## config.mk

```make
export PLATFORM = sky130hd
export DESIGN_NAME = fecs_sequencer
export DESIGN_NICKNAME = d
export VERILOG_FILES = /design/src/hw/fecs_pkg.sv /design/src/hw/fecs_timer.sv /design/src/hw/fecs_oper.sv /design/src/hw/fecs_sequencer.sv
export VERILOG_INCLUDE_DIRS = /design/src /design/src/hw
export SDC_FILE = /design/constraint.sdc
export NUM_CORES = 1
export LEC_CHECK = 0
export BUFFER_PORTS_ARGS = -buffer_cell sky130_fd_sc_hd__buf_2
export CAP_MARGIN = 25
export CORE_MARGIN = 4
export CORE_UTILIZATION = 58
export DETAILED_ROUTE_END_ITERATION = 6
export HOLD_SLACK_MARGIN = 0.15
export PLACE_DENSITY = 0.92
export SLEW_MARGIN = 20
export SYNTH_ARGS = -nofsm -noshare
export SYNTH_HDL_FRONTEND = slang
export SYNTH_SLANG_ARGS = --single-unit
```

## constraint.sdc

```tcl
create_clock -name clk -period 3.91 [get_ports clk]
set_input_delay 0.5865 -clock clk [delete_from_list [all_inputs] [get_ports clk]]
set_output_delay 0.5865 -clock clk [all_outputs]
set_load 0.02 [all_outputs]
```

## src/hw/fecs_consts.svh

```systemverilog
// Purpose: constants of the flash/eeprom command sequencer
// Assumes: 20 MHz clock, one clock domain
// Notes:   offsets, codes, sizes and timing counts only
`ifndef FECS_CONSTS_SVH
`define FECS_CONSTS_SVH

`define FECS_CLK_HZ        20000000
`define FECS_SECT_KB       16
`define FECS_EE_BURST_MAX  7'h40
// unlock offsets, low twelve bits
`define FECS_ADDR_UNL1     12'h555
`define FECS_ADDR_UNL2     12'haaa
// data codes
`define FECS_D_UNL1        8'haa
`define FECS_D_UNL2        8'h55
`define FECS_D_IDREAD      8'h90
`define FECS_D_PROG        8'ha0
`define FECS_D_ERASE       8'h80
`define FECS_D_SECT        8'h30
`define FECS_D_CHIP        8'h10
`define FECS_D_SUSP        8'hb0
`define FECS_D_RESET       8'hf0
`define FECS_D_SDPOFF      8'h20
`define FECS_D_OTPW        8'hb0
`define FECS_D_PDOWN       8'h30
// power-up write inhibit: 5 ms
`define FECS_PWRUP_MS      5
`define FECS_PWRUP_CYC     ((`FECS_CLK_HZ / 1000) * `FECS_PWRUP_MS)
// inter-byte timeout and erase window
`define FECS_TMO_CYC       2000
`define FECS_SECT_WIN_US   80
`define FECS_SECT_WIN_CYC  ((`FECS_CLK_HZ / 1000000) * `FECS_SECT_WIN_US)
// default busy times
`define FECS_PROG_CYC      200
`define FECS_ERASE_CYC     20000
`define FECS_EEW_CYC       10000

`endif

```

## src/hw/fecs_pkg.sv

```systemverilog
// Purpose: types shared by the sequencer files
// Assumes: nothing
// Notes:   numbers live in fecs_consts.svh
package fecs_pkg;
  // =========================================
  // decoder states, one-hot
  typedef enum logic [7:0] {
    FECS_IDLE  = 8'h01, // read array, awaiting first byte
    FECS_UNL1  = 8'h02, // first unlock seen
    FECS_UNL2  = 8'h04, // second unlock seen, awaiting command
    FECS_ER1   = 8'h08, // erase setup seen
    FECS_ER2   = 8'h10, // erase setup + first unlock
    FECS_ER3   = 8'h20, // erase setup + both unlocks
    FECS_DATA  = 8'h40, // awaiting program data byte(s)
    FECS_HOLD  = 8'h80  // id / protect read hold
  } fecs_state_t;

  // kind of embedded operation handed to the timer
  typedef enum logic [1:0] {
    FECS_OP_PROG  = 2'h0,
    FECS_OP_ERASE = 2'h1,
    FECS_OP_EEW   = 2'h2
  } fecs_op_t;
endpackage

```

## src/hw/fecs_timer.sv

```systemverilog
// Purpose: counter that times an inter-byte gap or a fixed window
// Assumes: restart wins over a running count
// Notes:   expired is a level, high once the count has run out
module fecs_timer
  import fecs_pkg::*;
#(
  parameter int unsigned LIMIT = 2000
) (
  input  wire logic clk,
  input  wire logic nrst,
  input  wire logic restart,
  input  wire logic stop,
  output logic      expired
);
  // =========================================
  // count register
  logic [23:0] cnt_q;     // remaining cycles
  logic        run_q;     // timer armed
  wire  [23:0] limitW = 24'(LIMIT);
  wire  [23:0] cntDec = cnt_q - 24'h000001;

  assign expired = run_q && (cnt_q == 24'h000000);

  // restart loads the limit; stop disarms
  always_ff @(posedge clk) begin
    if (!nrst) begin
      cnt_q <= 24'h000000;
      run_q <= 1'b0;
    end else if (restart) begin
      cnt_q <= limitW;
      run_q <= 1'b1;
    end else if (stop) begin
      run_q <= 1'b0;
    end else if (run_q && cnt_q != 24'h000000) begin
      cnt_q <= cntDec;
    end
  end
endmodule

```

## src/hw/fecs_oper.sv

```systemverilog
// Purpose: busy timing of one embedded program/erase/write operation
// Assumes: start only when idle
// Notes:   suspend freezes erase progress, resume continues it
module fecs_oper
  import fecs_pkg::*;
#(
  parameter int unsigned PROG_CYC  = 200,
  parameter int unsigned ERASE_CYC = 20000,
  parameter int unsigned EEW_CYC   = 10000
) (
  input  wire logic     clk,
  input  wire logic     nrst,
  input  wire logic     start,
  input  wire fecs_op_t opKind,
  input  wire logic     extend,
  input  wire logic     suspend,
  input  wire logic     resume,
  output logic          busy,
  output logic          suspended,
  output logic          done
);
  // =========================================
  // operation state
  logic [23:0] cnt_q;    // remaining cycles
  logic        busy_q;   // operation in progress
  logic        susp_q;   // erase suspended
  logic        done_q;   // one-cycle completion pulse
  fecs_op_t    kind_q;   // running operation

  // cycle count for each operation kind
  function automatic logic [23:0] opLen(input fecs_op_t k);
    case (k)
      FECS_OP_PROG:  opLen = 24'(PROG_CYC);
      FECS_OP_ERASE: opLen = 24'(ERASE_CYC);
      default:       opLen = 24'(EEW_CYC);
    endcase
  endfunction

  wire  canSusp = busy_q && kind_q == FECS_OP_ERASE;
  wire  last    = busy_q && !susp_q && cnt_q == 24'h000001;

  assign busy      = busy_q && !susp_q;
  assign suspended = susp_q;
  assign done      = done_q;

  // extend adds one more sector to a running erase
  always_ff @(posedge clk) begin
    if (!nrst) begin
      cnt_q  <= 24'h000000;
      busy_q <= 1'b0;
      susp_q <= 1'b0;
      done_q <= 1'b0;
      kind_q <= FECS_OP_PROG;
    end else begin
      done_q <= last;
      if (start && !busy_q) begin
        cnt_q  <= opLen(opKind);
        busy_q <= 1'b1;
        kind_q <= opKind;
      end else if (extend && canSusp) begin
        cnt_q <= cnt_q + opLen(FECS_OP_ERASE);
      end else if (last) begin
        busy_q <= 1'b0;
        cnt_q  <= 24'h000000;
      end else if (busy && cnt_q != 24'h000000) begin
        cnt_q <= cnt_q - 24'h000001;
      end
      if (suspend && canSusp) begin
        susp_q <= 1'b1;
      end else if (resume) begin
        susp_q <= 1'b0;
      end
    end
  end
endmodule

```

## src/hw/fecs_sequencer.sv

```systemverilog
// Purpose: command decoder and status of flash and eeprom arrays
// Assumes: bus strobes synchronous to clk, one cycle each
// Notes:   arrays themselves live outside; this block gates them
// Behaviour
// eight flash sectors, four eeprom sectors, selects
// protected sectors refuse program and erase
// flash sector erase, byte program
// erase suspend, reads elsewhere, resume
// eeprom byte/sector write, erase automatic
// eeprom writes blocked first five ms
// status low while busy, high otherwise
// selects formed upstream from product terms
// plain reads return flash, writes ignored
// controller polls completion before next operation
// plain eeprom writes: one to 64 bytes
// soft protect: plain eeprom writes ignored
// bytes decoded in order, timeout between
// flash bad sequence returns to read array
// eeprom bad byte becomes plain write
// two unlock cycles prefix every command except the short reset, suspend and resume
// upper address bits ignored in commands
// full flash and eeprom command set
// extra sector confirmations within 80 us
// sector selects active high
// id, protect read, error hold until reset
// inter-byte timeout parameter, restarts each byte
// status pin driven only when enabled
`include "fecs_consts.svh"
module fecs_sequencer
  import fecs_pkg::*;
#(
  parameter int unsigned TMO_CYC    = `FECS_TMO_CYC,
  parameter int unsigned PWRUP_CYC  = `FECS_PWRUP_CYC,
  parameter int unsigned SWIN_CYC   = `FECS_SECT_WIN_CYC,
  parameter int unsigned ERASE_CYC  = `FECS_ERASE_CYC,
  parameter int unsigned EEW_CYC    = `FECS_EEW_CYC
) (
  input  wire logic        clk,
  input  wire logic        nrst,
  input  wire logic [15:0] busAddr,
  input  wire logic [7:0]  busWdata,
  input  wire logic        busWr,
  input  wire logic        busRd,
  input  wire logic [7:0]  flashSectorSelects,
  input  wire logic [3:0]  eepromSectorSelects,
  input  wire logic [7:0]  flashProtect,
  input  wire logic [3:0]  eepromProtect,
  input  wire logic [7:0]  arrayRdata,
  input  wire logic [7:0]  idValue,
  input  wire logic        statusPinEnable,
  output logic             flashProgStb,
  output logic             flashEraseStb,
  output logic [7:0]       flashEraseMask,
  output logic             eepromWriteStb,
  output logic [15:0]      arrayAddr,
  output logic [7:0]       arrayWdata,
  output logic [7:0]       busRdata,
  output logic             errorStatusBit,
  output logic             softWriteProtectMode,
  output logic             eepromPowerDown,
  output logic             otpMode,
  output logic             eraseSuspended,
  output logic             statusPinOut,
  output logic             statusPinOe
);
  // =========================================
  // select decode
  wire fsel = |flashSectorSelects;   // active high
  wire esel = |eepromSectorSelects;  // active high
  // product-term merging is done upstream; one line per sector
  wire [11:0] lowA = busAddr[11:0];  // a15..a12 dropped
  wire isU1 = lowA == `FECS_ADDR_UNL1 && busWdata == `FECS_D_UNL1;
  wire isU2 = lowA == `FECS_ADDR_UNL2 && busWdata == `FECS_D_UNL2;
  wire at555 = lowA == `FECS_ADDR_UNL1;
  wire fWr  = busWr && fsel;
  wire eWr  = busWr && esel && !fsel;

  // any selected sector protected?
  function automatic logic hitProt(input logic [7:0] sel,
                                   input logic [7:0] prot);
    hitProt = |(sel & prot);
  endfunction

  // =========================================
  // state
  fecs_state_t st_q, st_d;
  logic        arrF_q;        // sequence targets flash
  logic        otpW_q;        // eeprom data goes to otp row
  logic        sdp_q;         // soft write protect
  logic        pdn_q;         // eeprom powered down
  logic        otp_q;         // otp row read mode
  logic        err_q;         // error flag, held until reset
  logic        hold_q;        // id/protect read mode
  logic [6:0]  burst_q;       // eeprom bytes in this event
  logic [7:0]  eraseM_q;      // sectors queued for erase
  logic        pwrOk_q;       // power-up window over
  logic [23:0] pwrCnt_q;      // power-up counter
  logic [7:0]  rd_q;          // registered read data
  logic        progS_q, eraS_q, eeS_q;
  logic [15:0] aA_q;
  logic [7:0]  aD_q;

  wire opBusy, opSusp, opDone;
  wire tmo, swinExp;
  logic    opStart, opExt, opSuspReq, opResReq;
  fecs_op_t opKind;

  // =========================================
  // inter-byte timer: restarts on every accepted byte
  wire inSeq = st_q != FECS_IDLE && st_q != FECS_HOLD;
  fecs_timer #(.LIMIT(TMO_CYC)) uTmo (
    .clk     (clk),
    .nrst    (nrst),
    .restart (busWr && (fsel || esel)),
    .stop    (!inSeq),
    .expired (tmo)
  );

  // window for extra sector-erase confirmations
  wire sectConf = st_q == FECS_IDLE && fWr && opBusy
                  && busWdata == `FECS_D_SECT && eraseM_q != 8'h00;
  fecs_timer #(.LIMIT(SWIN_CYC)) uWin (
    .clk     (clk),
    .nrst    (nrst),
    .restart (eraS_q || opExt),
    .stop    (opDone),
    .expired (swinExp)
  );

  // embedded operation timing
  fecs_oper #(.ERASE_CYC(ERASE_CYC), .EEW_CYC(EEW_CYC)) uOp (
    .clk       (clk),
    .nrst      (nrst),
    .start     (opStart),
    .opKind    (opKind),
    .extend    (opExt),
    .suspend   (opSuspReq),
    .resume    (opResReq),
    .busy      (opBusy),
    .suspended (opSusp),
    .done      (opDone)
  );

  // =========================================
  // power-up write inhibit
  always_ff @(posedge clk) begin
    if (!nrst) begin
      pwrCnt_q <= 24'h000000;
      pwrOk_q  <= 1'b0;
    end else if (!pwrOk_q) begin
      pwrCnt_q <= pwrCnt_q + 24'h000001;
      pwrOk_q  <= pwrCnt_q == 24'(PWRUP_CYC - 1);
    end
  end

  // =========================================
  // byte classification
  wire cmdPhase  = st_q == FECS_UNL2;
  wire dataPhase = st_q == FECS_DATA;
  wire protF     = hitProt(flashSectorSelects, flashProtect);
  wire protE     = hitProt({4'h0, eepromSectorSelects},
                           {4'h0, eepromProtect});
  wire eeOk      = pwrOk_q && !pdn_q && !protE;
  wire burstRoom = burst_q < `FECS_EE_BURST_MAX;
  // plain eeprom write outside a sequence, blocked by soft protect
  wire plainEe   = eWr && st_q == FECS_IDLE && !isU1 && !sdp_q
                   && eeOk && burstRoom && !otp_q;
  // short commands at any address: flash reset, suspend, resume; eeprom return
  wire rstCmd    = fWr && busWdata == `FECS_D_RESET
                   && (st_q == FECS_IDLE || cmdPhase || st_q == FECS_HOLD);
  wire shortSusp = fWr && busWdata == `FECS_D_SUSP && opBusy
                   && eraseM_q != 8'h00;
  wire shortRes  = fWr && st_q == FECS_IDLE && opSusp
                   && busWdata == `FECS_D_SECT;
  wire eeReturn  = eWr && st_q == FECS_IDLE
                   && busWdata == `FECS_D_RESET;

  // =========================================
  // next state of the sequence decoder
  always_comb begin
    st_d = st_q;
    case (st_q)
      FECS_IDLE: begin
        if ((fWr || eWr) && isU1 && !opBusy) st_d = FECS_UNL1;
      end
      FECS_UNL1: begin
        if (busWr) st_d = isU2 ? FECS_UNL2 : FECS_IDLE;
      end
      FECS_UNL2: begin
        if (busWr) begin
          if (busWdata == `FECS_D_RESET) st_d = FECS_IDLE;
          else if (busWdata == `FECS_D_IDREAD && at555) st_d = FECS_HOLD;
          else if (busWdata == `FECS_D_PROG && at555) st_d = FECS_DATA;
          else if (busWdata == `FECS_D_ERASE && at555) st_d = FECS_ER1;
          else if (!arrF_q && busWdata == `FECS_D_OTPW && at555)
            st_d = FECS_DATA;
          else st_d = FECS_IDLE;
        end
      end
      FECS_ER1: begin
        if (busWr) st_d = isU1 ? FECS_ER2 : FECS_IDLE;
      end
      FECS_ER2: begin
        if (busWr) st_d = isU2 ? FECS_ER3 : FECS_IDLE;
      end
      FECS_ER3: begin
        if (busWr) st_d = FECS_IDLE;
      end
      FECS_DATA: begin
        // flash takes one byte; eeprom stays until timeout
        if (busWr && arrF_q) st_d = FECS_IDLE;
      end
      FECS_HOLD: begin
        if (rstCmd) st_d = FECS_IDLE;
      end
      default: st_d = FECS_IDLE;
    endcase
    if (tmo && inSeq) st_d = FECS_IDLE;
  end

  // =========================================
  // operation launch
  wire lastEr   = st_q == FECS_ER3 && busWr;
  wire chipEr   = lastEr && arrF_q && busWdata == `FECS_D_CHIP && at555;
  wire sectEr   = lastEr && arrF_q && busWdata == `FECS_D_SECT;
  wire sdpOff   = lastEr && !arrF_q && busWdata == `FECS_D_SDPOFF && at555;
  wire fProg    = dataPhase && arrF_q && fWr;
  wire eData    = dataPhase && !arrF_q && eWr && burstRoom;
  wire fProgOk  = fProg && !protF && !opSusp;
  wire chipOk   = chipEr && flashProtect == 8'h00;
  wire sectOk   = sectEr && !protF && !opSusp;
  // bad byte in an eeprom sequence falls back to a plain write
  wire eeBad    = eWr && !arrF_q && inSeq && st_d == FECS_IDLE
                  && !dataPhase && !sdpOff && !(cmdPhase
                  && (busWdata == `FECS_D_PDOWN
                  || busWdata == `FECS_D_RESET));
  wire eeWrite  = (plainEe || (eData && !otpW_q)
                  || (eeBad && !sdp_q)) && eeOk;
  // sector select of an extra erase confirmation
  wire extOk    = sectConf && !swinExp && !protF;

  always_comb begin
    opStart   = 1'b0;
    opKind    = FECS_OP_PROG;
    opExt     = extOk;
    opSuspReq = shortSusp;
    opResReq  = shortRes;
    if (fProgOk) begin
      opStart = 1'b1;
    end else if (sectOk || chipOk) begin
      opStart = 1'b1;
      opKind  = FECS_OP_ERASE;
    end else if (busWr && eeWrite) begin
      opStart = 1'b1;
      opKind  = FECS_OP_EEW;
    end
  end

  // =========================================
  // decoder registers
  always_ff @(posedge clk) begin
    if (!nrst) begin
      st_q    <= FECS_IDLE;
      arrF_q  <= 1'b0;
      otpW_q  <= 1'b0;
    end else begin
      st_q <= st_d;
      if (st_q == FECS_IDLE && busWr) arrF_q <= fsel;
      if (cmdPhase && busWr) begin
        otpW_q  <= busWdata == `FECS_D_OTPW;
      end
    end
  end

  // mode flags: soft protect, power down, otp read, errors
  always_ff @(posedge clk) begin
    if (!nrst) begin
      sdp_q  <= 1'b0;
      pdn_q  <= 1'b0;
      otp_q  <= 1'b0;
      err_q  <= 1'b0;
      hold_q <= 1'b0;
    end else begin
      if (cmdPhase && eWr && busWdata == `FECS_D_PROG && at555)
        sdp_q <= 1'b1;
      else if (sdpOff)
        sdp_q <= 1'b0;
      if (cmdPhase && eWr && busWdata == `FECS_D_PDOWN && at555)
        pdn_q <= 1'b1;
      else if (eeReturn)
        pdn_q <= 1'b0;
      if (cmdPhase && eWr && busWdata == `FECS_D_IDREAD && at555)
        otp_q <= 1'b1;
      else if (eeReturn)
        otp_q <= 1'b0;
      // refused program or erase raises the error; set beats clear
      if ((fProg && !fProgOk) || (sectEr && !sectOk)
          || (chipEr && !chipOk))
        err_q <= 1'b1;
      else if (rstCmd)
        err_q <= 1'b0;
      hold_q <= st_d == FECS_HOLD && arrF_q;
    end
  end

  // erase mask and eeprom burst count
  always_ff @(posedge clk) begin
    if (!nrst) begin
      eraseM_q <= 8'h00;
      burst_q  <= 7'h00;
    end else begin
      if (opDone) eraseM_q <= 8'h00;
      else if (chipOk) eraseM_q <= 8'hff;
      else if (sectOk || extOk)
        eraseM_q <= eraseM_q | flashSectorSelects;
      if (opDone || (!plainEe && !eData && !busWr && !opBusy))
        burst_q <= 7'h00;
      else if (busWr && eeWrite)
        burst_q <= burst_q + 7'h01;
    end
  end

  // =========================================
  // array strobes and bus read data
  wire idSel   = cmdPhase && busWdata == `FECS_D_IDREAD;
  wire [7:0] rdMux = hold_q ? (busAddr[1] ? {7'h00, protF} : idValue)
                     : err_q ? 8'h20 : arrayRdata;
  always_ff @(posedge clk) begin
    if (!nrst) begin
      progS_q <= 1'b0;
      eraS_q  <= 1'b0;
      eeS_q   <= 1'b0;
      aA_q    <= 16'h0000;
      aD_q    <= 8'h00;
      rd_q    <= 8'h00;
    end else begin
      progS_q <= fProgOk;
      eraS_q  <= sectOk || chipOk;
      eeS_q   <= busWr && eeWrite;
      if (busWr) begin
        aA_q <= busAddr;
        aD_q <= busWdata;
      end
      if (busRd) rd_q <= rdMux;
    end
  end

  // =========================================
  // outputs
  assign flashProgStb         = progS_q;
  assign flashEraseStb        = eraS_q;
  assign flashEraseMask       = eraseM_q;
  assign eepromWriteStb       = eeS_q;
  assign arrayAddr            = aA_q;
  assign arrayWdata           = aD_q;
  assign busRdata             = rd_q;
  assign errorStatusBit       = err_q;
  assign softWriteProtectMode = sdp_q;
  assign eepromPowerDown      = pdn_q;
  assign otpMode              = otp_q || idSel;
  assign eraseSuspended       = opSusp;
  // low while busy, only driven when the pin is given to it
  assign statusPinOut = !opBusy;
  assign statusPinOe  = statusPinEnable;
endmodule

```

### Yosys cells after proc, flatten, opt, wreduce, memory -nomap -nowiden

Cells that the tools add are included.

* $add $sub $neg: 6
* $lt $le $gt $ge: 1
* equality and inequality tests: 31
* mux-type cells: 57
* bitwise logic cells: 5
* reductions and logical operators: 164

Operators with widths (number)
* $mux 8: 16
* $mux 24: 4
* $logic_and 1x1->1: 95
* $reduce_bool 24->1: 3
* $sub 24x1->24 const B: 3
* $mux 11: 6
* $eq 8x8->1 const B: 8
* $pmux 8 s8: 1
* $logic_not 24->1: 2
* $pmux 15 s2: 1
* $add 24x1->24 const B: 1
* $add 24x15->24 const B: 1
* $eq 24x1->1 const B: 1
* $eq 24x17->1 const B: 1
* $eq 8x6->1 const B: 3
* $reduce_or 8->1: 3
* $logic_not 1->1: 22
* $reduce_bool 2->1: 11
* $mux 7: 3
* $mux 1: 20
* $eq 8x1->1 const B: 2
* $eq 8x5->1 const B: 2
* $eq 8x7->1 const B: 2
* $logic_or 1x1->1: 14
* other kinds (27): 39

* register bits after elaboration: 169
* output and inout port bits: 50
* word-level logic and storage cells: 293

### Longest topological paths before layout

* depth in word-level cells: 26
* depth in mapped cells: 13

### Cells and area by module

A second synthesis with hierarchy kept.

* cell total of the unflattened synthesis: 1120
* area, all modules: 9466.6 um^2

By module, submodules not included
* fecs_sequencer: times used 1, cells an instance 551, area an instance 4849.7 um^2
* fecs_oper: times used 1, cells an instance 283, area an instance 2109.5 um^2
* fecs_timer (uTmo): times used 1, cells an instance 146, area an instance 1272.5 um^2
* fecs_timer (uWin): times used 1, cells an instance 140, area an instance 1234.9 um^2

### Worst setup path before layout

OpenSTA, ideal clock, no wires.

* path type: input -> register
* start: input busWdata[0]
* end: register burst_q[6]
* setup time: 0.123 ns
* arrival time: 2.800 ns
* setup slack: 0.987 ns
* cell stages on the path: 10
* path buffers: 1
* path through: or4_4 -> or3_1 -> o31ai_1 -> nand4bb_2 -> nand4bb_2 -> and2_1 -> buf_6 -> nand4_2 -> nor2_1 -> mux2_1

* longest elaborated chain between the ends: 20
* elaborated cells on any way between the ends: 64
* those cells by class: eq/ne: 10; mux: 16; reduce/logical: 38

RTL lines
* start: declaration: line fecs_sequencer.sv:41 `input wire logic [7:0] busWdata,`
* $eq 8x8->1 (no source line)
* $logic_and 1x1->1 (no source line)
* $logic_and 1x1->1: line fecs_sequencer.sv:195 `` else if (!arrF_q && busWdata == `FECS_D_OTPW && at555) ``
* $mux 7: line fecs_sequencer.sv:195
* $mux 7: line fecs_sequencer.sv:194 `` else if (busWdata == `FECS_D_ERASE && at555) st_d = FECS_ER1; ``
* $mux 7: line fecs_sequencer.sv:193 `` else if (busWdata == `FECS_D_PROG && at555) st_d = FECS_DATA; ``
* $mux 8: line fecs_sequencer.sv:192 `` else if (busWdata == `FECS_D_IDREAD && at555) st_d = FECS_HOLD; ``
* $mux 8: line fecs_sequencer.sv:191 `` if (busWdata == `FECS_D_RESET) st_d = FECS_IDLE; ``
* (+3 left out)
* $eq 8x1->1: line fecs_sequencer.sv:233 `wire eeBad = eWr && !arrF_q && inSeq && st_d == FECS_IDLE`
* $logic_and 1x1->1: line fecs_sequencer.sv:233
* $logic_and 1x1->1 (2 in series): line fecs_sequencer.sv:234 `&& !dataPhase && !sdpOff && !(cmdPhase`
* $logic_and 1x1->1: line fecs_sequencer.sv:233
* $logic_and 1x1->1: line fecs_sequencer.sv:238 `|| (eeBad && !sdp_q)) && eeOk;`
* $logic_or 1x1->1: line fecs_sequencer.sv:238
* $logic_and 1x1->1: line fecs_sequencer.sv:238
* $logic_and 1x1->1: line fecs_sequencer.sv:318 `else if (busWr && eeWrite)`
* end signal: assignment: line fecs_sequencer.sv:319 `burst_q <= burst_q + 7'h01;`
* end: declaration: line fecs_sequencer.sv:94 `logic [6:0] burst_q;`

Several ways; a longest one is shown, not always the timed one.
A chain may end at the register's enable or synchronous reset.

### Worst setup path in the final report

* start: register uOp.busy_q
* end: register uOp.cnt_q[14]

* longest elaborated chain between the ends: 21
* elaborated cells on any way between the ends: 39
* those cells by class: eq/ne: 2; mux: 13; reduce/logical: 24

RTL lines
* start: declaration: line fecs_oper.sv:25 `logic busy_q;`
* start signal: assignment: line fecs_oper.sv:50 `busy_q <= 1'b0;`
* start signal: assignment: line fecs_oper.sv:58 `busy_q <= 1'b1;`
* start signal: assignment: line fecs_oper.sv:63 `busy_q <= 1'b0;`
* $logic_and 1x1->1: line fecs_oper.sv:40, fecs_oper.sv:42
* $logic_not 1->1: line fecs_sequencer.sv:184 `if ((fWr || eWr) && isU1 && !opBusy) st_d = FECS_UNL1;`
* $logic_and 1x1->1: line fecs_sequencer.sv:184
* $mux 8: line fecs_sequencer.sv:184
* $pmux 8 s8: line fecs_sequencer.sv:182 `case (st_q)`
* $mux 8: line fecs_sequencer.sv:218 `if (tmo && inSeq) st_d = FECS_IDLE;`
* $eq 8x1->1: line fecs_sequencer.sv:233
* $logic_and 1x1->1: line fecs_sequencer.sv:233
* (+5 left out)
* $logic_and 1x1->1: line fecs_sequencer.sv:238
* $logic_and 1x1->1: line fecs_sequencer.sv:253 `end else if (busWr && eeWrite) begin`
* $mux 2: line fecs_sequencer.sv:253
* $mux 2: line fecs_sequencer.sv:250 `end else if (sectOk || chipOk) begin`
* $mux 2: line fecs_sequencer.sv:248 `if (fProgOk) begin`
* $eq 2x1->1 or $logic_not 2->1 (tied branches): line fecs_oper.sv:32 `case (k)`
* $pmux 15 s2: line fecs_oper.sv:32
* $mux 24: line fecs_oper.sv:56 `if (start && !busy_q) begin`
* end signal: assignment: line fecs_oper.sv:57 `cnt_q <= opLen(opKind);`
* end signal: assignment: line fecs_oper.sv:61 `cnt_q <= cnt_q + opLen(FECS_OP_ERASE);`
* end signal: assignment: line fecs_oper.sv:66 `cnt_q <= cnt_q - 24'h000001;`
* end: declaration: line fecs_oper.sv:24 `logic [23:0] cnt_q;`

Several ways; a longest one is shown, not always the timed one.

==> key figures <==
Worst setup path
  – Crit Path Category: flip-flop to flip-flop
  – Cell at the slowest stage of the critical path: and4b_1
  – CP Cell Sequence: inv_2 -> nor2_4 -> inv_2 -> a211oi_1 -> and4b_1 -> a211oi_1 -> a211oi_1 -> a21oi_1 -> a211oi_1 -> o221a_1
  – Worst reg2reg setup slack: 0.36 ns
  – RR Startpoint: uOp.busy_q
  – Crit path buffers/inverters: 2
  – Crit start category: flip-flop
  – Critical Path End: uOp.cnt_q[14]
  – CP Depth: 10
  – Crit-path max FO: 14
  – R2r worst-path depth: 10
  – Critical path origin: uOp.busy_q
  – Top delay family on crit path: compound AO/OA/AOI/OAI gates
  – Worst setup EP type: flip-flop
  – Critical path's most frequent cell: a211oi_1
  – WP data required: 4.29 ns
  – CP max stage delay: 0.75 ns
  – Crit path DAT: 3.93 ns
  – RR Endpoint: uOp.cnt_q[14]

Pwr
  – Sw power: 959 uW
  – Pleak: 0.00420 uW
  – PD cells: 365 mW/mm^2
  – Comb pwr share: 0.074
  – Peak supply drop: 0.317 mV
  – Pint: 2840 uW
  – Switching part of the total: 0.252
  – Power share of the clock group: 0.459
  – Sequential power share: 0.467

Drt
  – DR top layer: met4
  – DR WL met2: 11700 um
  – DR iter-0 viols: 928
  – Vias: 8897
  – Drt total wl: 24200 um
  – Routed len/inst: 17.0 um
  – Post-route antenna net violation count: 0
  – Metal-1 WL: 9630 um
  – Initial DRT Pass Iterations: 6
  – DRC viols: 0
  – DR vias/cell: 6.25
  – Routed wl met3: 2120 um

Clock tree
  – Clock root cell: clkbuf_16
  – Clock Latency Late Sink: 0.44 ns
  – CTS sink cnt: 169
  – CTS tree: yes
  – Cts hold-fix bufs: 0
  – H-tree Lvls: 4
  – CTS Buf Count: 17
  – Post-CTS setup buffer count: 0
  – Clock buffer depth: 2
  – # resized after CTS: 0
  – Reg clk slew, reported paths: 0.07 ns

Floorplanning
  – Area of the die: 0.0178 sq mm
  – Number of I/O pins: 119
  – Die Ht: 133 um
  – # rows: 45
  – Die W: 133 um
  – Core Area: 0.0153 sq mm
  – Starting Density: 0.596

STA
  – Worst-Margin Slew: 0.818 ns
  – RSZ-0062 raised after global routing: no
  – Pins Over Slew Limit: 0
  – Minimum clock period: 3.55 ns
  – Final Cycle Share: 0.908
  – Setup TNS: 0 ns
  – Final hold violation count: 0
  – Setup WS post-layout: 0.358 ns
  – Final clock skew: 0.00951 ns
  – Endpoints failing setup: 0
  – Achievable clock frequency: 282 MHz
  – Slew margin rel.: 0.449

Cells and area
  – Commonest cells after routing, fill and taps aside: nor2_1 (172), dfxtp_1 (169), buf_2 (116)
  – Fraction of layout cells with a size suffix above 1: 0.174
  – Finished Cell Area: 0.0104 sq mm
  – Nets: 1276
  – Area delta synth->final: 14.1%
  – Most common cell after layout, fill and taps aside: nor2_1

Synthesis
  – Syn_nets: 1186
  – YS warnings: 0
  – Mapped Area: 0.00913 sq mm
  – Syn Inst Count: 1108
  – Fraction of registers with async set/reset: 0
  – Synth unique cells: 86
  – #FFs+latches synth: 169
  – Sequential area share after synthesis: 0.370
  – Most used DFF post-synth: dfxtp_1
  – Post-synth EDFFs: 0
  – Mean Syn Cell Area: 8.24 sq um

Min path
  – HP Class: input pin to flip-flop
  – Hold Crit Depth: 3

Place
  – Detailed placer's ending HPWL: 16700 um
  – Place WS: 0.572 ns
  – Gpl congestion: 0.983
  – PortBufs: 116
  – Placed cell area: 0.00981 sq mm

Run status
  – Status: finished clean

Global routing
  – Antenna violations before repair: 1
  – Vias in the first global route: 8584
  – Total Routing Usage GR: 0.263
  – First-pass GRT wire length: 39600 um
  – Largest net degree at the start of global routing: 78
  – Grt ovf: 0

Flow run
  – Max cap viols: 0
per-stage QoR:
stage | cells | total power [uW] | hold slack [ns] | util
floorplan | 1108 | 1990 | 0.437 | -
global placement | 1390 | 2080 | 0.448 | 0.640
detailed placement | 1390 | 2090 | 0.459 | 0.640
CTS | 1422 | 3800 | 0.383 | 0.680
global route | 1423 | 3910 | 0.395 | 0.680
finish | 1423 | 3800 | 0.382 | 0.680
flip-flops by register name, summed over array words and instances, names as in the netlist, 2 cells and up:
name and cells:
uOp.cnt_q 24, uOp.kind_q 2, uTmo.cnt_q 24, flashEraseMask 8
busRdata 8, uWin.cnt_q 24, burst_q 7, st_q 8
pwrCnt_q 24, arrayWdata 8, arrayAddr 16
Yosys cell counts (all sizes together), types with 22 or more instances:
cell,instances,area (sq um)
nor2,174,663
dfxtp,169,3380
nand2,73,274
a21oi,69,375
nor3,60,325
nand3,43,220
clkbuf,38,143
xor2,38,333
nor4,36,293
xnor2,32,280
o21ai,29,149
mux2i,27,270
buf,22,140
per-layer routing:
metal	up-vias	GRT usage
li1	4222	-
met1	4120	0.316
met5	-	0
met4	0	0.121
met2	477	0.447
met3	78	0.0627
logic make-up after synthesis:
| group | synth area share |
|---|---|
| adder cells (fa/ha/maj) | 0.0123 |
| multiplexers | 0.0333 |
| buffers and inverters | 0.0384 |
| XOR/XNOR | 0.0671 |
| flip-flops | 0.370 |
| AND/OR/NAND/NOR | 0.325 |
| AO/OA/AOI/OAI | 0.153 |
worst min-delay path by stage:
| stage | startpoint | endpoint | slack (ns) |
|---|---|---|---|
| finish | busAddr[15] | arrayAddr[15] | 0.38 |
| CTS | busAddr[15] | arrayAddr[15] | 0.38 |
| floorplan | uWin.cnt_q[15] | uWin.cnt_q[15] | 0.44 |
| global route | busAddr[15] | arrayAddr[15] | 0.39 |
| detailed placement | uWin.cnt_q[15] | uWin.cnt_q[15] | 0.46 |
| global placement | uWin.cnt_q[15] | uWin.cnt_q[15] | 0.45 |
power groups by stage:
stage / combinational [uW] / sequential (uW) / clock [uW]
after global placement: 268 / 1810 / 0
final: 282 / 1770 / 1740
after global routing: 304 / 1780 / 1830
after floorplan: 155 / 1830 / 0
after CTS: 278 / 1770 / 1750
after detailed placement: 276 / 1810 / 0
cell type report:
type                            count  area (sq um)
Tap cell                          211           264
Clock buffer                       19           443
Multi-Input combinational cell    861          5410
Sequential cell                   169          3380
Inverter                           18          67.6
Antenna cell                        1          2.50
Fill cell                        1141          4900
Timing Repair Buffer              131           693
Clock inverter                     13           160
worst register-to-register path, delay by kind of cell (launching register included):
kind                   cells  cell delay, ns
AO/OA/AOI/OAI              6            1.61
buffers and inverters      2            0.24
flip-flops                 1            0.66
AND/OR/NAND/NOR            2            0.99
Note: power is estimated with default switching activity, not from simulation.
